==> src/verilog/fpc_pkg.sv <==
// fpc_pkg: constants, types and register map of the front panel block
// assumes a 100 MHz core clock and a classic Wishbone register bus
package fpc_pkg;
   localparam int CLK_MHZ = 100;
   // register byte offsets
   localparam logic [7:0] ADR_CTRL = 8'h00;
   localparam logic [7:0] ADR_SEL = 8'h04;
   localparam logic [7:0] ADR_PEND = 8'h08;
   localparam logic [7:0] ADR_ACTIVE = 8'h0C;
   localparam logic [7:0] ADR_STATUS = 8'h10;
   localparam logic [7:0] ADR_PEAK = 8'h14;
   localparam logic [7:0] ADR_STATS = 8'h18;
   // control register fields
   localparam int CTRL_MODE_LSB = 0;
   localparam int CTRL_PAGE_LSB = 2;
   localparam int CTRL_PROMPT_BIT = 5;
   localparam logic [2:0] PAGE_CLR_PEAK = 3'h2;
   localparam logic [2:0] PAGE_COMMISSION = 3'h4;
   // reset values and the pending value's upper limit
   localparam logic [5:0] CTRL_RST = 6'h00;
   localparam logic [15:0] PEND_RST = 16'h0000;
   localparam logic [15:0] PEND_MAX = 16'hFFFF;
   // setting store shape
   localparam int SET_AW = 4;
   localparam int SET_DW = 16;
   // times and their cycle counts
   localparam int FLASH_MS = 2000;
   localparam int FLASH_CYC = FLASH_MS * 1000 * CLK_MHZ;
   localparam int SVC_HALF_MS = 250;
   localparam int SVC_HALF_CYC = SVC_HALF_MS * 1000 * CLK_MHZ;
   localparam int DEBOUNCE_MS = 10;
   localparam int DEBOUNCE_CYC = DEBOUNCE_MS * 1000 * CLK_MHZ;
   localparam int POWERUP_MS = 1000;
   localparam int POWERUP_CYC = POWERUP_MS * 1000 * CLK_MHZ;

   typedef enum logic [1:0] {FPC_MODE_ACTUAL, FPC_MODE_SETPOINT, FPC_MODE_HELP, FPC_MODE_ALARM} fpc_mode_t;
   typedef enum logic [1:0] {FPC_MSG_NONE, FPC_MSG_SAVED, FPC_MSG_PEAK, FPC_MSG_STATS} fpc_msg_t;

   typedef struct packed {
      logic commit;
      logic raise;
      logic lower;
   } fpc_keys_t;

   typedef struct packed {
      logic trip;
      logic alarm;
      logic aux1;
      logic aux2;
   } fpc_relays_t;

   typedef struct packed {
      logic trip;
      logic alarm;
      logic aux1;
      logic aux2;
      logic service;
   } fpc_lamps_t;
endpackage

==> src/verilog/fpc_front_panel.sv <==
// fpc_front_panel: commit key interpreter, indicator lamps and register file
// assumes keys and jumper are raw pins, relay and self-test inputs are core_clk logic
//
// Behaviour
// - in setpoint mode commit writes the pending setting into the store at once
// - a stored setting raises a transient saved message
// - actual mode, page 2 prompt at YES, commit erases the peak temperature
// - erasing the peak raises a transient cleared message
// - actual mode, page 4 prompt at YES, commit clears statistics with message
// - commit does nothing outside those three cases
// - commit is ignored unless the access jumper is shorted
// - trip lamp follows the trip relay
// - alarm lamp follows the alarm relay
// - first auxiliary lamp follows the first auxiliary relay
// - second auxiliary lamp follows the second auxiliary relay
// - self-test failure flashes the service lamp
// - low supply lights the service lamp steadily; brief light at power-up
// - in setpoint mode raise and lower change only the pending value until commit
// - in actual mode, on a yes/no prompt raise or lower toggles the answer
//
// Design decisions made here: the register addresses and the Wishbone interface to the registers.
`timescale 1ns/100ps
`default_nettype none
module fpc_front_panel
   import fpc_pkg::*;
#(
   parameter int unsigned FLASH_CYCLES = FLASH_CYC,
   parameter int unsigned SVC_HALF_CYCLES = SVC_HALF_CYC,
   parameter int unsigned DEBOUNCE_CYCLES = DEBOUNCE_CYC,
   parameter int unsigned POWERUP_CYCLES = POWERUP_CYC
) (
   // clock and reset
   input wire logic core_clk,
   input wire logic sys_rst,
   // wishbone slave
   input wire logic wb_cyc_i,
   input wire logic wb_stb_i,
   input wire logic wb_we_i,
   input wire logic [7:0] wb_adr_i,
   input wire logic [3:0] wb_sel_i,
   input wire logic [31:0] wb_dat_i,
   output logic [31:0] wb_dat_o,
   output logic wb_ack_o,
   // panel pins
   input wire fpc_pkg::fpc_keys_t key_pin,
   input wire logic access_shorted,
   // relay states and health
   input wire fpc_pkg::fpc_relays_t relays,
   input wire logic selftest_fail,
   input wire logic supply_low,
   // measurement records
   input wire logic temp_valid,
   input wire logic [15:0] temp_sample,
   input wire logic motor_start,
   // settings read port for the protection logic
   input wire logic [fpc_pkg::SET_AW-1:0] set_rd_idx,
   output logic [fpc_pkg::SET_DW-1:0] set_rd_val,
   // panel outputs
   output fpc_pkg::fpc_lamps_t lamps,
   output fpc_pkg::fpc_msg_t flash_msg,
   output logic peak_clr,
   output logic stats_clr
);
   import fpc_pkg::*;

   function automatic logic [15:0] merge16(input logic [15:0] old, input logic [31:0] nw, input logic [3:0] sel);
      merge16 = {sel[1] ? nw[15:8] : old[15:8], sel[0] ? nw[7:0] : old[7:0]};
   endfunction

   ////////////////////////////////////////////////////////////////////
   // input conditioning
   logic [3:0] pin_level, pin_rise;
   fpc_in_filter #(.W(4), .CNT(DEBOUNCE_CYCLES)) u_filter (
      .core_clk(core_clk),
      .sys_rst(sys_rst),
      .raw({key_pin.commit, key_pin.raise, key_pin.lower, access_shorted}),
      .level(pin_level),
      .rise(pin_rise)
   );
   logic commit_edge, raise_edge, lower_edge, access_ok;
   assign commit_edge = pin_rise[3];
   assign raise_edge = pin_rise[2];
   assign lower_edge = pin_rise[1];
   assign access_ok = pin_level[0];

   ////////////////////////////////////////////////////////////////////
   // register bus
   logic ack_q;
   logic [31:0] dat_q;
   logic req, wr_en;
   logic [5:0] ctrl_q;
   logic [SET_AW-1:0] sel_q;
   logic [15:0] pend_q, peak_q, stats_q;
   logic [SET_DW-1:0] active_val;
   logic answer_q;
   fpc_msg_t msg_q;
   fpc_mode_t mode;
   logic [2:0] page;
   logic prompt;

   assign req = wb_cyc_i & wb_stb_i;
   // writes land on the edge where the master sees ack
   assign wr_en = req & wb_we_i & ack_q;
   assign mode = fpc_mode_t'(ctrl_q[CTRL_MODE_LSB +: 2]);
   assign page = ctrl_q[CTRL_PAGE_LSB +: 3];
   assign prompt = ctrl_q[CTRL_PROMPT_BIT];

   always_ff @(posedge core_clk) begin
      if (sys_rst) begin
         ack_q <= 1'b0;
      end else begin
         ack_q <= req & ~ack_q;
      end
   end

   always_ff @(posedge core_clk) begin
      if (sys_rst) begin
         dat_q <= 32'h0000_0000;
      end else if (req & ~ack_q) begin
         unique case (wb_adr_i)
            ADR_CTRL: dat_q <= {26'h000_0000, ctrl_q};
            ADR_SEL: dat_q <= {28'h000_0000, sel_q};
            ADR_PEND: dat_q <= {16'h0000, pend_q};
            ADR_ACTIVE: dat_q <= {16'h0000, active_val};
            ADR_STATUS: dat_q <= {27'h000_0000, pin_level[3], msg_q, answer_q, access_ok};
            ADR_PEAK: dat_q <= {16'h0000, peak_q};
            ADR_STATS: dat_q <= {16'h0000, stats_q};
            default: dat_q <= 32'h0000_0000;
         endcase
      end
   end
   assign wb_ack_o = ack_q;
   assign wb_dat_o = dat_q;

   always_ff @(posedge core_clk) begin
      if (sys_rst) begin
         ctrl_q <= CTRL_RST;
      end else if (wr_en && wb_adr_i == ADR_CTRL && wb_sel_i[0]) begin
         ctrl_q <= wb_dat_i[5:0];
      end
   end

   always_ff @(posedge core_clk) begin
      if (sys_rst) begin
         sel_q <= '0;
      end else if (wr_en && wb_adr_i == ADR_SEL && wb_sel_i[0]) begin
         sel_q <= wb_dat_i[SET_AW-1:0];
      end
   end

   ////////////////////////////////////////////////////////////////////
   // commit decode
   logic do_store, do_peak, do_stats, yes_prompt;
   assign yes_prompt = mode == FPC_MODE_ACTUAL && prompt && answer_q;
   // jumper gates every action; any other mode or page is a no-op
   assign do_store = commit_edge && access_ok && mode == FPC_MODE_SETPOINT;
   assign do_peak = commit_edge && access_ok && yes_prompt && page == PAGE_CLR_PEAK;
   assign do_stats = commit_edge && access_ok && yes_prompt && page == PAGE_COMMISSION;

   // pending value: keys move it, software loads it; the store only sees it on commit
   always_ff @(posedge core_clk) begin
      if (sys_rst) begin
         pend_q <= PEND_RST;
      end else if (wr_en && wb_adr_i == ADR_PEND) begin
         pend_q <= merge16(pend_q, wb_dat_i, wb_sel_i);
      end else if (mode == FPC_MODE_SETPOINT && raise_edge && pend_q != PEND_MAX) begin
         pend_q <= pend_q + 16'h0001;
      end else if (mode == FPC_MODE_SETPOINT && lower_edge && pend_q != PEND_RST) begin
         pend_q <= pend_q - 16'h0001;
      end
   end

   // yes/no answer: back to NO whenever the display changes or an action runs
   always_ff @(posedge core_clk) begin
      if (sys_rst) begin
         answer_q <= 1'b0;
      end else if (wr_en && wb_adr_i == ADR_CTRL) begin
         answer_q <= 1'b0;
      end else if (do_peak || do_stats) begin
         answer_q <= 1'b0;
      end else if (mode == FPC_MODE_ACTUAL && prompt && (raise_edge || lower_edge)) begin
         answer_q <= ~answer_q;
      end
   end

   // which store entries hold a defined value; the store itself has no reset
   logic [(1<<SET_AW)-1:0] written_q;
   logic act_ok_q;
   always_ff @(posedge core_clk) begin
      if (sys_rst) begin
         written_q <= '0;
         act_ok_q <= 1'b0;
      end else begin
         if (do_store) begin
            written_q[sel_q] <= 1'b1;
         end
         act_ok_q <= written_q[sel_q];
      end
   end

   fpc_set_mem u_mem (
      .core_clk(core_clk),
      .we(do_store),
      .waddr(sel_q),
      .wdata(pend_q),
      .raddr_a(sel_q),
      .rdata_a(active_val),
      .raddr_b(set_rd_idx),
      .rdata_b(set_rd_val)
   );

   ////////////////////////////////////////////////////////////////////
   // records
   // a clear wins over a sample arriving in the same cycle
   always_ff @(posedge core_clk) begin
      if (sys_rst) begin
         peak_q <= 16'h0000;
      end else if (do_peak) begin
         peak_q <= 16'h0000;
      end else if (temp_valid && temp_sample > peak_q) begin
         peak_q <= temp_sample;
      end
   end

   always_ff @(posedge core_clk) begin
      if (sys_rst) begin
         stats_q <= 16'h0000;
      end else if (do_stats) begin
         stats_q <= 16'h0000;
      end else if (motor_start && stats_q != 16'hFFFF) begin
         stats_q <= stats_q + 16'h0001;
      end
   end

   always_ff @(posedge core_clk) begin
      if (sys_rst) begin
         peak_clr <= 1'b0;
         stats_clr <= 1'b0;
      end else begin
         peak_clr <= do_peak;
         stats_clr <= do_stats;
      end
   end

   ////////////////////////////////////////////////////////////////////
   // flash message; a new action restarts the timer
   logic [31:0] flash_cnt_q;
   always_ff @(posedge core_clk) begin
      if (sys_rst) begin
         msg_q <= FPC_MSG_NONE;
         flash_cnt_q <= 32'h0000_0000;
      end else if (do_store) begin
         msg_q <= FPC_MSG_SAVED;
         flash_cnt_q <= FLASH_CYCLES;
      end else if (do_peak) begin
         msg_q <= FPC_MSG_PEAK;
         flash_cnt_q <= FLASH_CYCLES;
      end else if (do_stats) begin
         msg_q <= FPC_MSG_STATS;
         flash_cnt_q <= FLASH_CYCLES;
      end else if (flash_cnt_q > 32'h0000_0001) begin
         flash_cnt_q <= flash_cnt_q - 32'h0000_0001;
      end else begin
         flash_cnt_q <= 32'h0000_0000;
         msg_q <= FPC_MSG_NONE;
      end
   end
   assign flash_msg = msg_q;

   ////////////////////////////////////////////////////////////////////
   // lamps
   fpc_relays_t lamp_rel_q;
   logic svc_q;
   always_ff @(posedge core_clk) begin
      if (sys_rst) begin
         lamp_rel_q.trip <= 1'b0;
         lamp_rel_q.alarm <= 1'b0;
         lamp_rel_q.aux1 <= 1'b0;
         lamp_rel_q.aux2 <= 1'b0;
      end else begin
         lamp_rel_q.trip <= relays.trip;
         lamp_rel_q.alarm <= relays.alarm;
         lamp_rel_q.aux1 <= relays.aux1;
         lamp_rel_q.aux2 <= relays.aux2;
      end
   end
   assign lamps = {lamp_rel_q, svc_q};

   logic [31:0] blink_cnt_q, pwr_cnt_q;
   logic blink_q;
   always_ff @(posedge core_clk) begin
      if (sys_rst) begin
         blink_cnt_q <= 32'h0000_0000;
         blink_q <= 1'b1;
      end else if (!selftest_fail) begin
         blink_cnt_q <= 32'h0000_0000;
         blink_q <= 1'b1;
      end else if (blink_cnt_q >= SVC_HALF_CYCLES - 1) begin
         blink_cnt_q <= 32'h0000_0000;
         blink_q <= ~blink_q;
      end else begin
         blink_cnt_q <= blink_cnt_q + 32'h0000_0001;
      end
   end

   always_ff @(posedge core_clk) begin
      if (sys_rst) begin
         pwr_cnt_q <= 32'h0000_0000;
      end else if (pwr_cnt_q < POWERUP_CYCLES) begin
         pwr_cnt_q <= pwr_cnt_q + 32'h0000_0001;
      end
   end

   // failure outranks low supply, which outranks the power-up glow
   always_ff @(posedge core_clk) begin
      if (sys_rst) begin
         svc_q <= 1'b0;
      end else if (selftest_fail) begin
         svc_q <= blink_q;
      end else begin
         svc_q <= supply_low || pwr_cnt_q < POWERUP_CYCLES;
      end
   end

   ////////////////////////////////////////////////////////////////////
   // checks
   a_store_msg: assert property (@(posedge core_clk) disable iff (sys_rst)
      do_store |=> flash_msg == FPC_MSG_SAVED) else $error("no saved message after store");
   a_store_data: assert property (@(posedge core_clk) disable iff (sys_rst)
      do_store && !ack_q ##1 !do_store ##1 sel_q == $past(sel_q, 2) |-> active_val == $past(pend_q, 2))
      else $error("stored value not active");
   a_peak_clear: assert property (@(posedge core_clk) disable iff (sys_rst)
      do_peak |=> peak_q == 16'h0000 && peak_clr && flash_msg == FPC_MSG_PEAK) else $error("peak not cleared");
   a_stats_clear: assert property (@(posedge core_clk) disable iff (sys_rst)
      do_stats |=> stats_q == 16'h0000 && stats_clr && flash_msg == FPC_MSG_STATS)
      else $error("statistics not cleared");
   a_commit_gate: assert property (@(posedge core_clk) disable iff (sys_rst)
      !access_ok |-> !do_store && !do_peak && !do_stats) else $error("commit without jumper");
   a_commit_mode: assert property (@(posedge core_clk) disable iff (sys_rst)
      mode inside {FPC_MODE_HELP, FPC_MODE_ALARM} |-> !do_store && !do_peak && !do_stats)
      else $error("commit acted in wrong mode");
   a_commit_once: assert property (@(posedge core_clk) disable iff (sys_rst)
      commit_edge |=> !commit_edge) else $error("commit repeated");
   a_lamp_trip: assert property (@(posedge core_clk) disable iff (sys_rst)
      ##1 lamps.trip == $past(relays.trip) && lamps.alarm == $past(relays.alarm)) else $error("lamp mismatch");
   a_lamp_aux: assert property (@(posedge core_clk) disable iff (sys_rst)
      ##1 lamps.aux1 == $past(relays.aux1) && lamps.aux2 == $past(relays.aux2)) else $error("aux lamp mismatch");
   a_service_low: assert property (@(posedge core_clk) disable iff (sys_rst)
      !selftest_fail && supply_low ##1 !selftest_fail |-> lamps.service) else $error("service lamp not steady");
   a_service_blink: assert property (@(posedge core_clk) disable iff (sys_rst)
      selftest_fail [*2] |-> lamps.service == $past(blink_q)) else $error("service lamp not flashing");
   a_pend_hold: assert property (@(posedge core_clk) disable iff (sys_rst)
      act_ok_q && !$past(do_store) && $stable(sel_q) |=> $stable(active_val))
      else $error("pending leaked into store");
   a_answer_flip: assert property (@(posedge core_clk) disable iff (sys_rst)
      mode == FPC_MODE_ACTUAL && prompt && raise_edge && !(wr_en && wb_adr_i == ADR_CTRL) && !do_peak && !do_stats
      |=> answer_q != $past(answer_q)) else $error("answer did not toggle");

   c_store: cover property (@(posedge core_clk) disable iff (sys_rst) do_store);
   c_peak: cover property (@(posedge core_clk) disable iff (sys_rst) do_peak);
   c_stats: cover property (@(posedge core_clk) disable iff (sys_rst) do_stats);
   c_blink: cover property (@(posedge core_clk) disable iff (sys_rst) selftest_fail && $rose(blink_q));
endmodule
`default_nettype wire

==> src/verilog/fpc_in_filter.sv <==
// fpc_in_filter: synchroniser and debouncer for panel pins
// assumes raw inputs are asynchronous to core_clk
`timescale 1ns/100ps
`default_nettype none
module fpc_in_filter #(
   parameter int W = 1,
   parameter int unsigned CNT = 16
) (
   // clock and reset
   input wire logic core_clk,
   input wire logic sys_rst,
   // pins and filtered levels
   input wire logic [W-1:0] raw,
   output logic [W-1:0] level,
   output logic [W-1:0] rise
);
   for (genvar i = 0; i < W; i++) begin : g_bit
      logic s1_q, s2_q, s3_q, lvl_q, rise_q;
      logic [31:0] cnt_q;
      // s1 feeds s2 only
      always_ff @(posedge core_clk) begin
         if (sys_rst) begin
            s1_q <= 1'b0;
            s2_q <= 1'b0;
            s3_q <= 1'b0;
         end else begin
            s1_q <= raw[i];
            s2_q <= s1_q;
            s3_q <= s2_q;
         end
      end
      // level must stay stable for CNT cycles before it is believed
      always_ff @(posedge core_clk) begin
         if (sys_rst) begin
            cnt_q <= 32'h0000_0000;
            lvl_q <= 1'b0;
            rise_q <= 1'b0;
         end else begin
            rise_q <= 1'b0;
            if (s2_q != s3_q || s3_q == lvl_q) begin
               cnt_q <= 32'h0000_0000;
            end else if (cnt_q >= CNT - 1) begin
               cnt_q <= 32'h0000_0000;
               lvl_q <= s3_q;
               rise_q <= s3_q;
            end else begin
               cnt_q <= cnt_q + 32'h0000_0001;
            end
         end
      end
      assign level[i] = lvl_q;
      assign rise[i] = rise_q;
   end
endmodule
`default_nettype wire

==> src/verilog/fpc_set_mem.sv <==
// fpc_set_mem: active setting store, one write port, two registered reads
// assumes writes come only from the commit logic
`timescale 1ns/100ps
`default_nettype none
module fpc_set_mem
   import fpc_pkg::*;
(
   // clock
   input wire logic core_clk,
   // write port
   input wire logic we,
   input wire logic [SET_AW-1:0] waddr,
   input wire logic [SET_DW-1:0] wdata,
   // read ports
   input wire logic [SET_AW-1:0] raddr_a,
   output logic [SET_DW-1:0] rdata_a,
   input wire logic [SET_AW-1:0] raddr_b,
   output logic [SET_DW-1:0] rdata_b
);
   import fpc_pkg::*;
   logic [SET_DW-1:0] mem [0:(1<<SET_AW)-1];

   always_ff @(posedge core_clk) begin
      if (we) begin
         mem[waddr] <= wdata;
      end
   end

   always_ff @(posedge core_clk) begin
      rdata_a <= mem[raddr_a];
      rdata_b <= mem[raddr_b];
   end
endmodule
`default_nettype wire

==> config.mk <==
export PLATFORM = sky130hd
export DESIGN_NAME = fpc_front_panel
export DESIGN_NICKNAME = d
export VERILOG_FILES = /design/src/verilog/fpc_pkg.sv /design/src/verilog/fpc_front_panel.sv /design/src/verilog/fpc_in_filter.sv /design/src/verilog/fpc_set_mem.sv
export SDC_FILE = /design/constraint.sdc
export NUM_CORES = 1
export LEC_CHECK = 0
export ABC_AREA = 1
export BUFFER_PORTS_ARGS = -buffer_cell sky130_fd_sc_hd__buf_4
export CORE_ASPECT_RATIO = 1.5
export CORE_MARGIN = 10
export CORE_UTILIZATION = 35
export DETAILED_ROUTE_END_ITERATION = 12
export PLACE_DENSITY = 0.48
export SLEW_MARGIN = 10
export SYNTH_ARGS = -nofsm -noshare
export SYNTH_HDL_FRONTEND = slang
export SYNTH_HIERARCHICAL = 1
export SYNTH_SLANG_ARGS = --single-unit
export TNS_END_PERCENT = 30
==> constraint.sdc <==
create_clock -name core_clk -period 4.25 [get_ports core_clk]
set_input_delay 0.6375 -clock core_clk [delete_from_list [all_inputs] [get_ports core_clk]]
set_output_delay 0.6375 -clock core_clk [all_outputs]
set_load 0.05 [all_outputs]
## Yosys cells after proc, flatten, opt, wreduce, memory -nomap -nowiden

Memory sizes are Yosys's and may differ from the RTL's. A register that Yosys moved wholly into a read port is not among the register bits.
Cells that the tools add are included.

- Flip-flop bits (word level): 345
- RAM bits: 256
- Input bits: 81
- Output and inout bits: 58
- Memories kept: 1

Memory list:

| name | words | width | rd ports | clocked after Yosys merged registers in | wr ports | RTL line | source |
|---|---|---|---|---|---|---|---|
| u_mem.mem | 16 | 16 | 2 | 2 | 1 | fpc_set_mem.sv:21 | `logic [SET_DW-1:0] mem [0:(1<<SET_AW)-1];` |

- Add/subtract/negate cells: 10
- Magnitude comparators: 8
- Equal/unequal tests: 23
- Mux-type cells: 17
- Bitwise gates (word level): 16
- Reduce and logical (&&, ||, !) cells: 50

Operators by type and width:

| kind | count |
|---|---|
| adder 32 x 1 -> 32 bit, second input constant | 6 |
| >= comparator 32 x 20 -> 1 bit, second input constant | 4 |
| 2-to-1 mux 28 bit | 4 |
| case mux 16 bit (7 select lines) | 1 |
| 2-to-1 mux 16 bit | 3 |
| adder 16 x 1 -> 16 bit, second input constant | 2 |
| >= comparator 32 x 25 -> 1 bit, second input constant | 1 |
| greater-than comparator 32 x 1 -> 1 bit, second input constant | 1 |
| < comparator 32 x 27 -> 1 bit, second input constant | 1 |
| != test 16 bit, second input constant | 2 |
| subtractor 32 x 1 -> 32 bit, second input constant | 1 |
| OR reduction 3 bit | 9 |
| == test 8 x 5 -> 1 bit, second input constant | 3 |
| logical AND 1 bit | 19 |
| == test 8 x 4 -> 1 bit, second input constant | 2 |
| greater-than comparator 16 bit | 1 |
| 2-to-1 mux 8 bit | 2 |
| nonzero test 16 bit | 1 |
| subtractor 16 x 1 -> 16 bit, second input constant | 1 |
| NOT 1 bit | 12 |
| AND reduction 2 bit | 6 |
| == test 8 x 3 -> 1 bit, second input constant | 1 |
| zero test 8 bit | 1 |
| OR reduction 2 bit | 4 |
| 15 further kinds | 36 |

## Logic depth before layout (Yosys ltp)

Gate-level depths: netlist of run 1.

- Depth after elaboration: 8
- Gate-level depth with buffers: 17
- Mapped depth without buffers: 17

## By module

The synthesis of run 1 kept the hierarchy.

Modules (own cells, without submodules):

| module | instances | cells each | area each (µm²) |
|---|---|---|---|
| fpc_set_mem | 1 | 1673 | 14362.5 |
| fpc_front_panel | 1 | 1618 | 10598.9 |
| fpc_in_filter | 1 | 731 | 5803.1 |

## Worst setup path after synthesis of run 1

OpenSTA, ideal clock, no wires.

- Kind: register to register
- Start: register pend_q[0]
- End: register pend_q[14]
- Setup time: 0.132 ns
- Data arrival time: 2.595 ns
- Required time: 4.118 ns
- Slack: 1.523 ns
- Stages on the path, launching flop included: 17
- Clock period less this slack: 2.727 ns
- Path through: dfxtp_1 nand2_1 nor2_1 nand2_1 o21ai_2 inv_1 fa_1 inv_1 nand3_1 nand3_1 nand2_1 nand2_1 nand2_1 nand3_1 nand3_1 nand2_1 a21oi_2

- Cells in the longest elaborated chain, start to end: 4
- Elaborated cells on any way between the ends: 11
- Those cells by class: add/sub (2); eq/ne (1); mux (3); reduce/logical (5)

Ends and longest elaborated chain:

| what | RTL line | source |
|---|---|---|
| start: declaration | fpc_front_panel.sv:93 | `logic [15:0] pend_q, peak_q, stats_q;` |
| start signal: assignment | fpc_front_panel.sv:165 | `pend_q <= merge16(pend_q, wb_dat_i, wb_sel_i);` |
| start signal: assignment | fpc_front_panel.sv:167 | `pend_q <= pend_q + 16'h0001;` |
| start signal: assignment | fpc_front_panel.sv:169 | `pend_q <= pend_q - 16'h0001;` |
| subtractor 16 x 1 -> 16 bit (tied with other cells) | fpc_front_panel.sv:169 |  |
| 2-to-1 mux 16 bit (tied with other cells) | fpc_front_panel.sv:168 | `end else if (mode == FPC_MODE_SETPOINT && lower_edge && pend_q != PEND_RST) begin` |
| 2-to-1 mux 16 bit or nonzero test 3 bit (tied branches) | -- |  |
| 2-to-1 mux 16 bit or AND reduction 2 bit (tied branches) | -- |  |

Several ways; a longest one is shown, not always the timed one. The select of a mux whose other input is x is not followed.
A chain may end at the register's enable or synchronous reset.

## Worst setup path in the final report of run 1

- Start: register ctrl_q[1]
- End: register flash_cnt_q[8]

- Elaborated cells on any way between the ends: 9
- Those cells by class: eq/ne (1); reduce/logical (8)

RTL lines:

| what | RTL line | source |
|---|---|---|
| start: declaration | fpc_front_panel.sv:91 | `logic [5:0] ctrl_q;` |
| start signal: assignment | fpc_front_panel.sv:139 | `ctrl_q <= wb_dat_i[5:0];` |
| == test 2 x 1 -> 1 bit | fpc_front_panel.sv:156 | `assign do_store = commit_edge && access_ok && mode == FPC_MODE_SETPOINT;` |
| logical AND 1 bit | fpc_front_panel.sv:156 |  |
| net do_store | fpc_front_panel.sv:153 | `logic do_store, do_peak, do_stats, yes_prompt;` |
| OR reduction 5 bit (no line) | -- |  |
| end signal: assignment | fpc_front_panel.sv:262 | `flash_cnt_q <= flash_cnt_q - 32'h0000_0001;` |
| end: declaration | fpc_front_panel.sv:247 | `logic [31:0] flash_cnt_q;` |

The timed path passes the listed nets, and every way through them passes these cells.

==> results of run 1 <==
==> metal layers <==
metal  vias to the layer above  routed length [um]  part of all wire, %  global-route usage, %
li1                      13010                   -                    -                      -
met1                     11750               36830                   39                  20.70
met2                       625               48170                   51                  33.48
met3                       186                4948                  5.3                  2.952
met4                         2                4203                  4.5                  9.265
met5                         -                  13                0.014                      0
==> cells in the final DEF (no fill, tap or decap), types with 5 or more instances in the layout <==
cell       count
nand2_1     1089
nor2_1       356
clkbuf_16     70
o22ai_1        8
nor3_1        63
nand3b_1      10
nor2_2        25
nand3_2       10
clkinv_2      14
nor3_2         5
o21ai_0       71
or2_2          9
conb_1        71
xnor2_1       35
nand4_1       38
buf_4        155
inv_1        559
ha_1          41
o2111ai_1      8
clkbuf_1      12
edfxtp_1     256
a21oi_1      163
bufinv_16      6
nor4_1         9
nand2_2       11
o21bai_1       6
xor2_1        66
clkbuf_8      10
dfxtp_1      358
nor2_4        12
nand3_1      584
==> worst register-to-register path, stage by stage, from the launching register on <==
cell and delay, ns:
dfxtp_1 0.35, inv_1 0.06, nand2_1 0.12, nor2_1 0.18, inv_1 0.11, nand2_1 0.07, nor2_1 0.77, nand3_1 0.89
a21oi_1 0.35
==> worst max path at each step <==
stage	start	to	slack [ns]	cells after the start
after CTS	ctrl_q[1]	flash_cnt_q[8]	1.20	8
after global routing	u_filter/g_bit[0].lvl_q	flash_cnt_q[26]	0.96	9
after global placement	ctrl_q[1]	flash_cnt_q[26]	1.20	8
final	ctrl_q[1]	flash_cnt_q[8]	1.26	8
after floorplan	pend_q[0]	pend_q[14]	1.52	16
after detailed placement	ctrl_q[1]	flash_cnt_q[8]	1.24	8
==> area by class of cell <==
cell class	instances	area (um^2)	share of cell area [%]
Tap cell	1147	1435	4.112
Multi-Input combinational cell	2726	12920	37.02
Antenna cell	3	7.507	0.02151
Timing Repair Buffer	156	1184	3.392
Clock inverter	31	355.3	1.018
Inverter	567	2141	6.135
Sequential cell	617	14920	42.76
Clock buffer	92	1934	5.543
==> flip-flops by register name, indices dropped and copies added (netlist names), 6 cells and up <==
signal / count
u_mem/mem: 256
u_mem/rdata_b: 16
u_mem/rdata_a: 16
pend_q: 16
pwr_cnt_q: 32
wb_dat_o: 16
ctrl_q: 6
peak_q: 16
flash_cnt_q: 32
u_filter/g_bit.cnt_q: 128
stats_q: 16
blink_cnt_q: 32
==> where the power goes <==
group,switching (mW),internal [mW],total (mW)
Sequential,0.134,6.31,6.44
Clock,2.51,3.58,6.09
Combinational,0.992,0.500,1.49
==> stage by stage <==
stage          power (mW)  utilization, %  std cells  setup WS [ns]
2_1_floorplan       7.701               -       4086          1.523
3_3_place_gp        8.070           37.31       5213          1.198
3_5_place_dp        8.070           37.31       5213          1.236
4_1_cts             14.25           39.94       5336          1.200
5_1_grt             14.64           39.94       5338         0.9627
6_report            14.02           39.94       5339          1.259
==> results.md, run 1 <==
* Max Root-Sink Buffers at 3
* Nets@finish at 4259
* Fin Setup TNS at 0 ns
* Ys Warns at 6
* MaxCap Viol Count at 0
* Critical setup path kind: flop to flop
* DRC violations left at 0
* Hold depth at 3
* Worst Hold Class: input port to flop
* Root Buffer: clkbuf_16
* Leak Pwr at 14.74 nW
* Status: finished, final reports clean
* DRT Wirelength at 94170 um
* Chip width at 261.9 um
* Final worst-path cycle share at 70.38%
* Clock transition at path regs at 0.07 ns
* Clk_lat worst skew at 0.63 ns
* Post-route minimum period at 2.991 ns
* H-Tree Depth at 3
* Area of the core at 87370 um^2
* CTS Hold Bufs at 0
* Max incr delay on CP at 0.88 ns
* Mapped cell area at 30720 um^2
* Worst Max-Slew Pin Slew at 1.026 ns
* Vias in the first global route at 25080
* Hold Startpoint: relays[0]
* Max rail drop VDD at 414.9 uV
* Pre-Repair DR Iteration Count at 5
* Worst hold slack at 0.2070 ns
* FMAX at 334.3 MHz
* Worst Path Arrival at 3.52 ns
* R2R Path End: flash_cnt_q[8]
* WL/cell at 17.64 um
* Crit path capture type: flop
* Dpl hpwl at 62450 um
* Reg-to-reg startpoint: ctrl_q[1]
* Vias at 25580
* Finished layout cell area at 34900 um^2
* Vias/cell at 4.790
* Fin. max-slew vios at 0
* Crit start category: flop
* Total die area at 100300 um^2
* Starting Density at 35.16%
* Clock skew at 0.02526 ns
* Tot GR Track Use at 18.56%
* Cell Rows at 133
* Initial antenna violation count at 4
* Antenna viol nets, final at 0
* RD Place Congestion at 0.8315
* Area post-placement at 32600 um^2
* Endpoint, Worst Hold: lamps[1]
* Mapped Cells at 4017
* Fill cells at 9094
* Crit path cell chain: inv_1 > nand2_1 > nor2_1 > inv_1 > nand2_1 > nor2_1 > nand3_1 > a21oi_1
* Area growth, synth to finish at 13.60%
* Reg2Reg Setup Slack at 1.26 ns
* CP max-delay cell: nand3_1
* Layout cells sized above 1 at 8.570%
* First-pass GRT wire length at 143500 um
* Post-CTS Setup Inserts at 0
* Delay-heaviest family, CP: simple AND/OR/NAND/NOR gates
* TritonCTS clock tree: yes
* Mapped Avg Cell Area at 7.647 um^2
* Reg2Reg Depth at 8
* Worst slew margin at 31.40%
* Overflow after GRT at 0
* I/O Buffers at 104
* Sink Count at 617
* Die span in y at 382.8 um
* WP buf/inv at 2
* Num CTS Buffers at 68
* Initial detailed-routing violation count at 1773
* I/O pin count at 139
* Largest net degree at the start of global routing at 102
* CP max FO at 20
* Pwr/cell area at 401.8 nW/um^2
* Final hold violations at 0
* Worst path required time at 4.78 ns
* Final setup fails at 0
* RSZ-0062 raised after global routing: no
* # resized after CTS at 0
No activity file was read; power rests on OpenSTA's default activity.
==> run 2: changes to the inputs <==
--- a/config.mk
+++ b/config.mk
@@ -11,7 +11,7 @@
 export CORE_MARGIN = 10
 export CORE_UTILIZATION = 35
 export DETAILED_ROUTE_END_ITERATION = 12
-export PLACE_DENSITY = 0.48
+export PLACE_DENSITY = 0.5
 export SLEW_MARGIN = 10
 export SYNTH_ARGS = -nofsm -noshare
 export SYNTH_HDL_FRONTEND = slang
==> constraint.sdc (replaced) <==
create_clock -name core_clk -period 2.6 [get_ports core_clk]
set_input_delay 0.39 -clock core_clk [delete_from_list [all_inputs] [get_ports core_clk]]
set_output_delay 0.39 -clock core_clk [all_outputs]
set_load 0.05 [all_outputs]
==> results.md, run 2 (synthesis results as in run 1) <==
* Die span in y at 382.8 um (unchanged)
* Commonest cells after routing, fill and taps aside: nand2_1 (1086), nand3_1 (583), inv_1 (559) (was nand2_1 (1089), nand3_1 (584), inv_1 (559))
* Crit start category: flop (unchanged)
* Dpl hpwl at 63210 um (was 62450 um)
* Max rail drop VDD at 567.2 uV (was 414.9 uV)
* Gate power share at 11.1% (was 10.6%)
* Worst slew margin at 41.40% (was 31.40%)
* Vias in the first global route at 25080 (about the same)
* Worst hold slack at 0.06003 ns (was 0.2070 ns)
* Fin util at 40.54% (was 39.94%)
* Power consumption at 22.59 mW (was 14.02 mW)
* Worst Max-Slew Pin Slew at 0.8781 ns (was 1.026 ns)
* Cell Int Power at 16.76 mW (was 10.39 mW)
* Final cell count without fillers at 5390 (was 5339)
* CP max FO at 13 (was 20)
* Final setup fails at 0 (unchanged)
* Sink Count at 617 (unchanged)
* Max Root-Sink Buffers at 3 (unchanged)
* First-pass GRT wire length at 141800 um (was 143500 um)
* Sequential power share at 46.6% (was 45.9%)
* Post-route minimum period at 2.450 ns (was 2.991 ns)
* Nets@finish at 4316 (was 4259)
* Clock skew at 0.01985 ns (was 0.02526 ns)
* Vias at 25940 (was 25580)
* Worst path required time at 3.09 ns (was 4.78 ns)
* Largest net degree at the start of global routing at 79 (was 102)
* Crit path capture type: flop (unchanged)
* Fin Setup TNS at 0 ns (unchanged)
* FMAX at 408.2 MHz (was 334.3 MHz)
* Worst Path Arrival at 2.94 ns (was 3.52 ns)
* Leak Pwr at 15.03 nW (was 14.74 nW)
* RD Place Congestion at 0.8427 (was 0.8315)
* MaxCap Viol Count at 0 (unchanged)
* Max FFs per register at 256 (unchanged)
* Final worst-path cycle share at 94.22% (was 70.38%)
* P_sw at 5.827 mW (was 3.634 mW)
* Pre-Repair DR Iteration Count at 6 (was 5)
* Clock power share at 42.3% (was 43.4%)
* Layout cells sized above 1 at 9.663% (was 8.570%)
* Worst Hold Class: input port to flop (unchanged)
* I/O Buffers at 104 (unchanged)
* Chip width at 261.9 um (unchanged)
* Tot GR Track Use at 18.11% (was 18.56%)
* Total die area at 100300 um^2 (unchanged)
* I/O pin count at 139 (unchanged)
* Area post-placement at 33110 um^2 (was 32600 um^2)
* Fin. max-slew vios at 0 (unchanged)
* DRC violations left at 0 (unchanged)
* Antenna viol nets, final at 0 (unchanged)
* Area growth, synth to finish at 15.29% (was 13.60%)
* Vias/cell at 4.813 (was 4.790)
* Clock transition at path regs at 0.06 ns (was 0.07 ns)
* Diodes inserted at 0 (was 3)
* Largest Register: u_mem/mem (unchanged)
* Switching Share at 25.80% (was 25.92%)
* H-Tree Depth at 3 (unchanged)
* Critical setup path kind: flop to flop (unchanged)
* Setup WS pre-CTS at 0.06934 ns (was 1.236 ns)
* Area of the core at 87370 um^2 (unchanged)
* Top flop regs: u_mem/mem: 256 flops, u_filter/g_bit.cnt_q: 128 flops (unchanged)
* Root Buffer: clkbuf_16 (unchanged)
* Placed Cells at 5263 (was 5213)
* Cell Rows at 133 (unchanged)
* Initial detailed-routing violation count at 1754 (was 1773)
* Finished layout cell area at 35410 um^2 (was 34900 um^2)
* Most common cell after layout, fill and taps aside: nand2_1 (unchanged)
* TritonCTS clock tree: yes (unchanged)
* Clk_lat worst skew at 0.61 ns (was 0.63 ns)
* Final hold violations at 0 (unchanged)
* WL/cell at 17.07 um (was 17.64 um)
* Initial antenna violation count at 1 (was 4)
* Overflow after GRT at 0 (unchanged)
* Pwr/cell area at 637.7 nW/um^2 (was 401.8 nW/um^2)
* DRT Wirelength at 92020 um (was 94170 um)
* Status: finished, final reports clean (unchanged)
* Worst setup margin at 0.1502 ns (was 1.259 ns)
* RSZ-0062 raised after global routing: no (unchanged)
* Num CTS Buffers at 66 (was 68)
* Starting Density at 35.16% (unchanged)
-- run 2: worst paths after layout --
| check | cells after the start | end | startpoint | slack, ns |
|---|---|---|---|---|
| setup / recovery | 16 | pend_q[13] | pend_q[7] | 0.15 |
| hold / removal | 3 | peak_q[12] | temp_sample[12] | 0.06 |
| setup reg to reg | 16 | pend_q[13] | pend_q[7] | 0.15 |
| hold reg to reg | 2 | pwr_cnt_q[28] | pwr_cnt_q[28] | 0.42 |
-- run 2: routing by layer --
metal	track usage [%]	wire length [um]	share of wire, %
met1	21.14	37320	41
met2	32.96	47030	51
met3	2.505	4685	5.1
met4	6.547	2981	3.2
met5	0	0	0
-- run 2: worst max-delay path: stages (launching register included) --
cell,delay [ns]
dfxtp_1,0.35
nand2_1,0.06
nor2_1,0.12
nand2_2,0.14
o21ai_4,0.25
buf_12,0.18
ha_1,0.30
nand2_1,0.12
inv_1,0.06
a21oi_1,0.20
inv_1,0.08
a21oi_2,0.16
nand2_1,0.07
nand2_1,0.06
nand3_1,0.06
nand2_1,0.08
a21oi_2,0.05
-- run 2: layout make-up --
| cell class | count | area [um^2] |
|---|---|---|
| clock inverters | 30 | 291.5 |
| flip-flops and latches | 617 | 14920 |
| inverters | 567 | 2136 |
| clock buffers | 88 | 1877 |
| fillers | 9139 | 51950 |
| repair buffers | 215 | 1809 |
| well taps | 1147 | 1435 |
| multi-input cells | 2726 | 12940 |
-- run 2: power by group through the flow --
| stage | registers, mW | clock network, mW | logic (mW) |
|---|---|---|---|
| 6_report | 10.5 | 9.55 | 2.52 |
| 5_1_grt | 10.6 | 10.2 | 2.87 |
| 4_1_cts | 10.5 | 9.85 | 2.56 |
| 3_5_place_dp | 10.7 | 0 | 2.53 |
| 3_3_place_gp | 10.7 | 0 | 2.52 |
| 2_1_floorplan | 10.8 | 0 | 1.80 |
-- run 2: timing repair --
item	CTS	global route
hold endpoints to repair	8	0
setup buffers	0	1
hold buffers	8	0
setup endpoints to repair	0	7
resized for setup	0	13
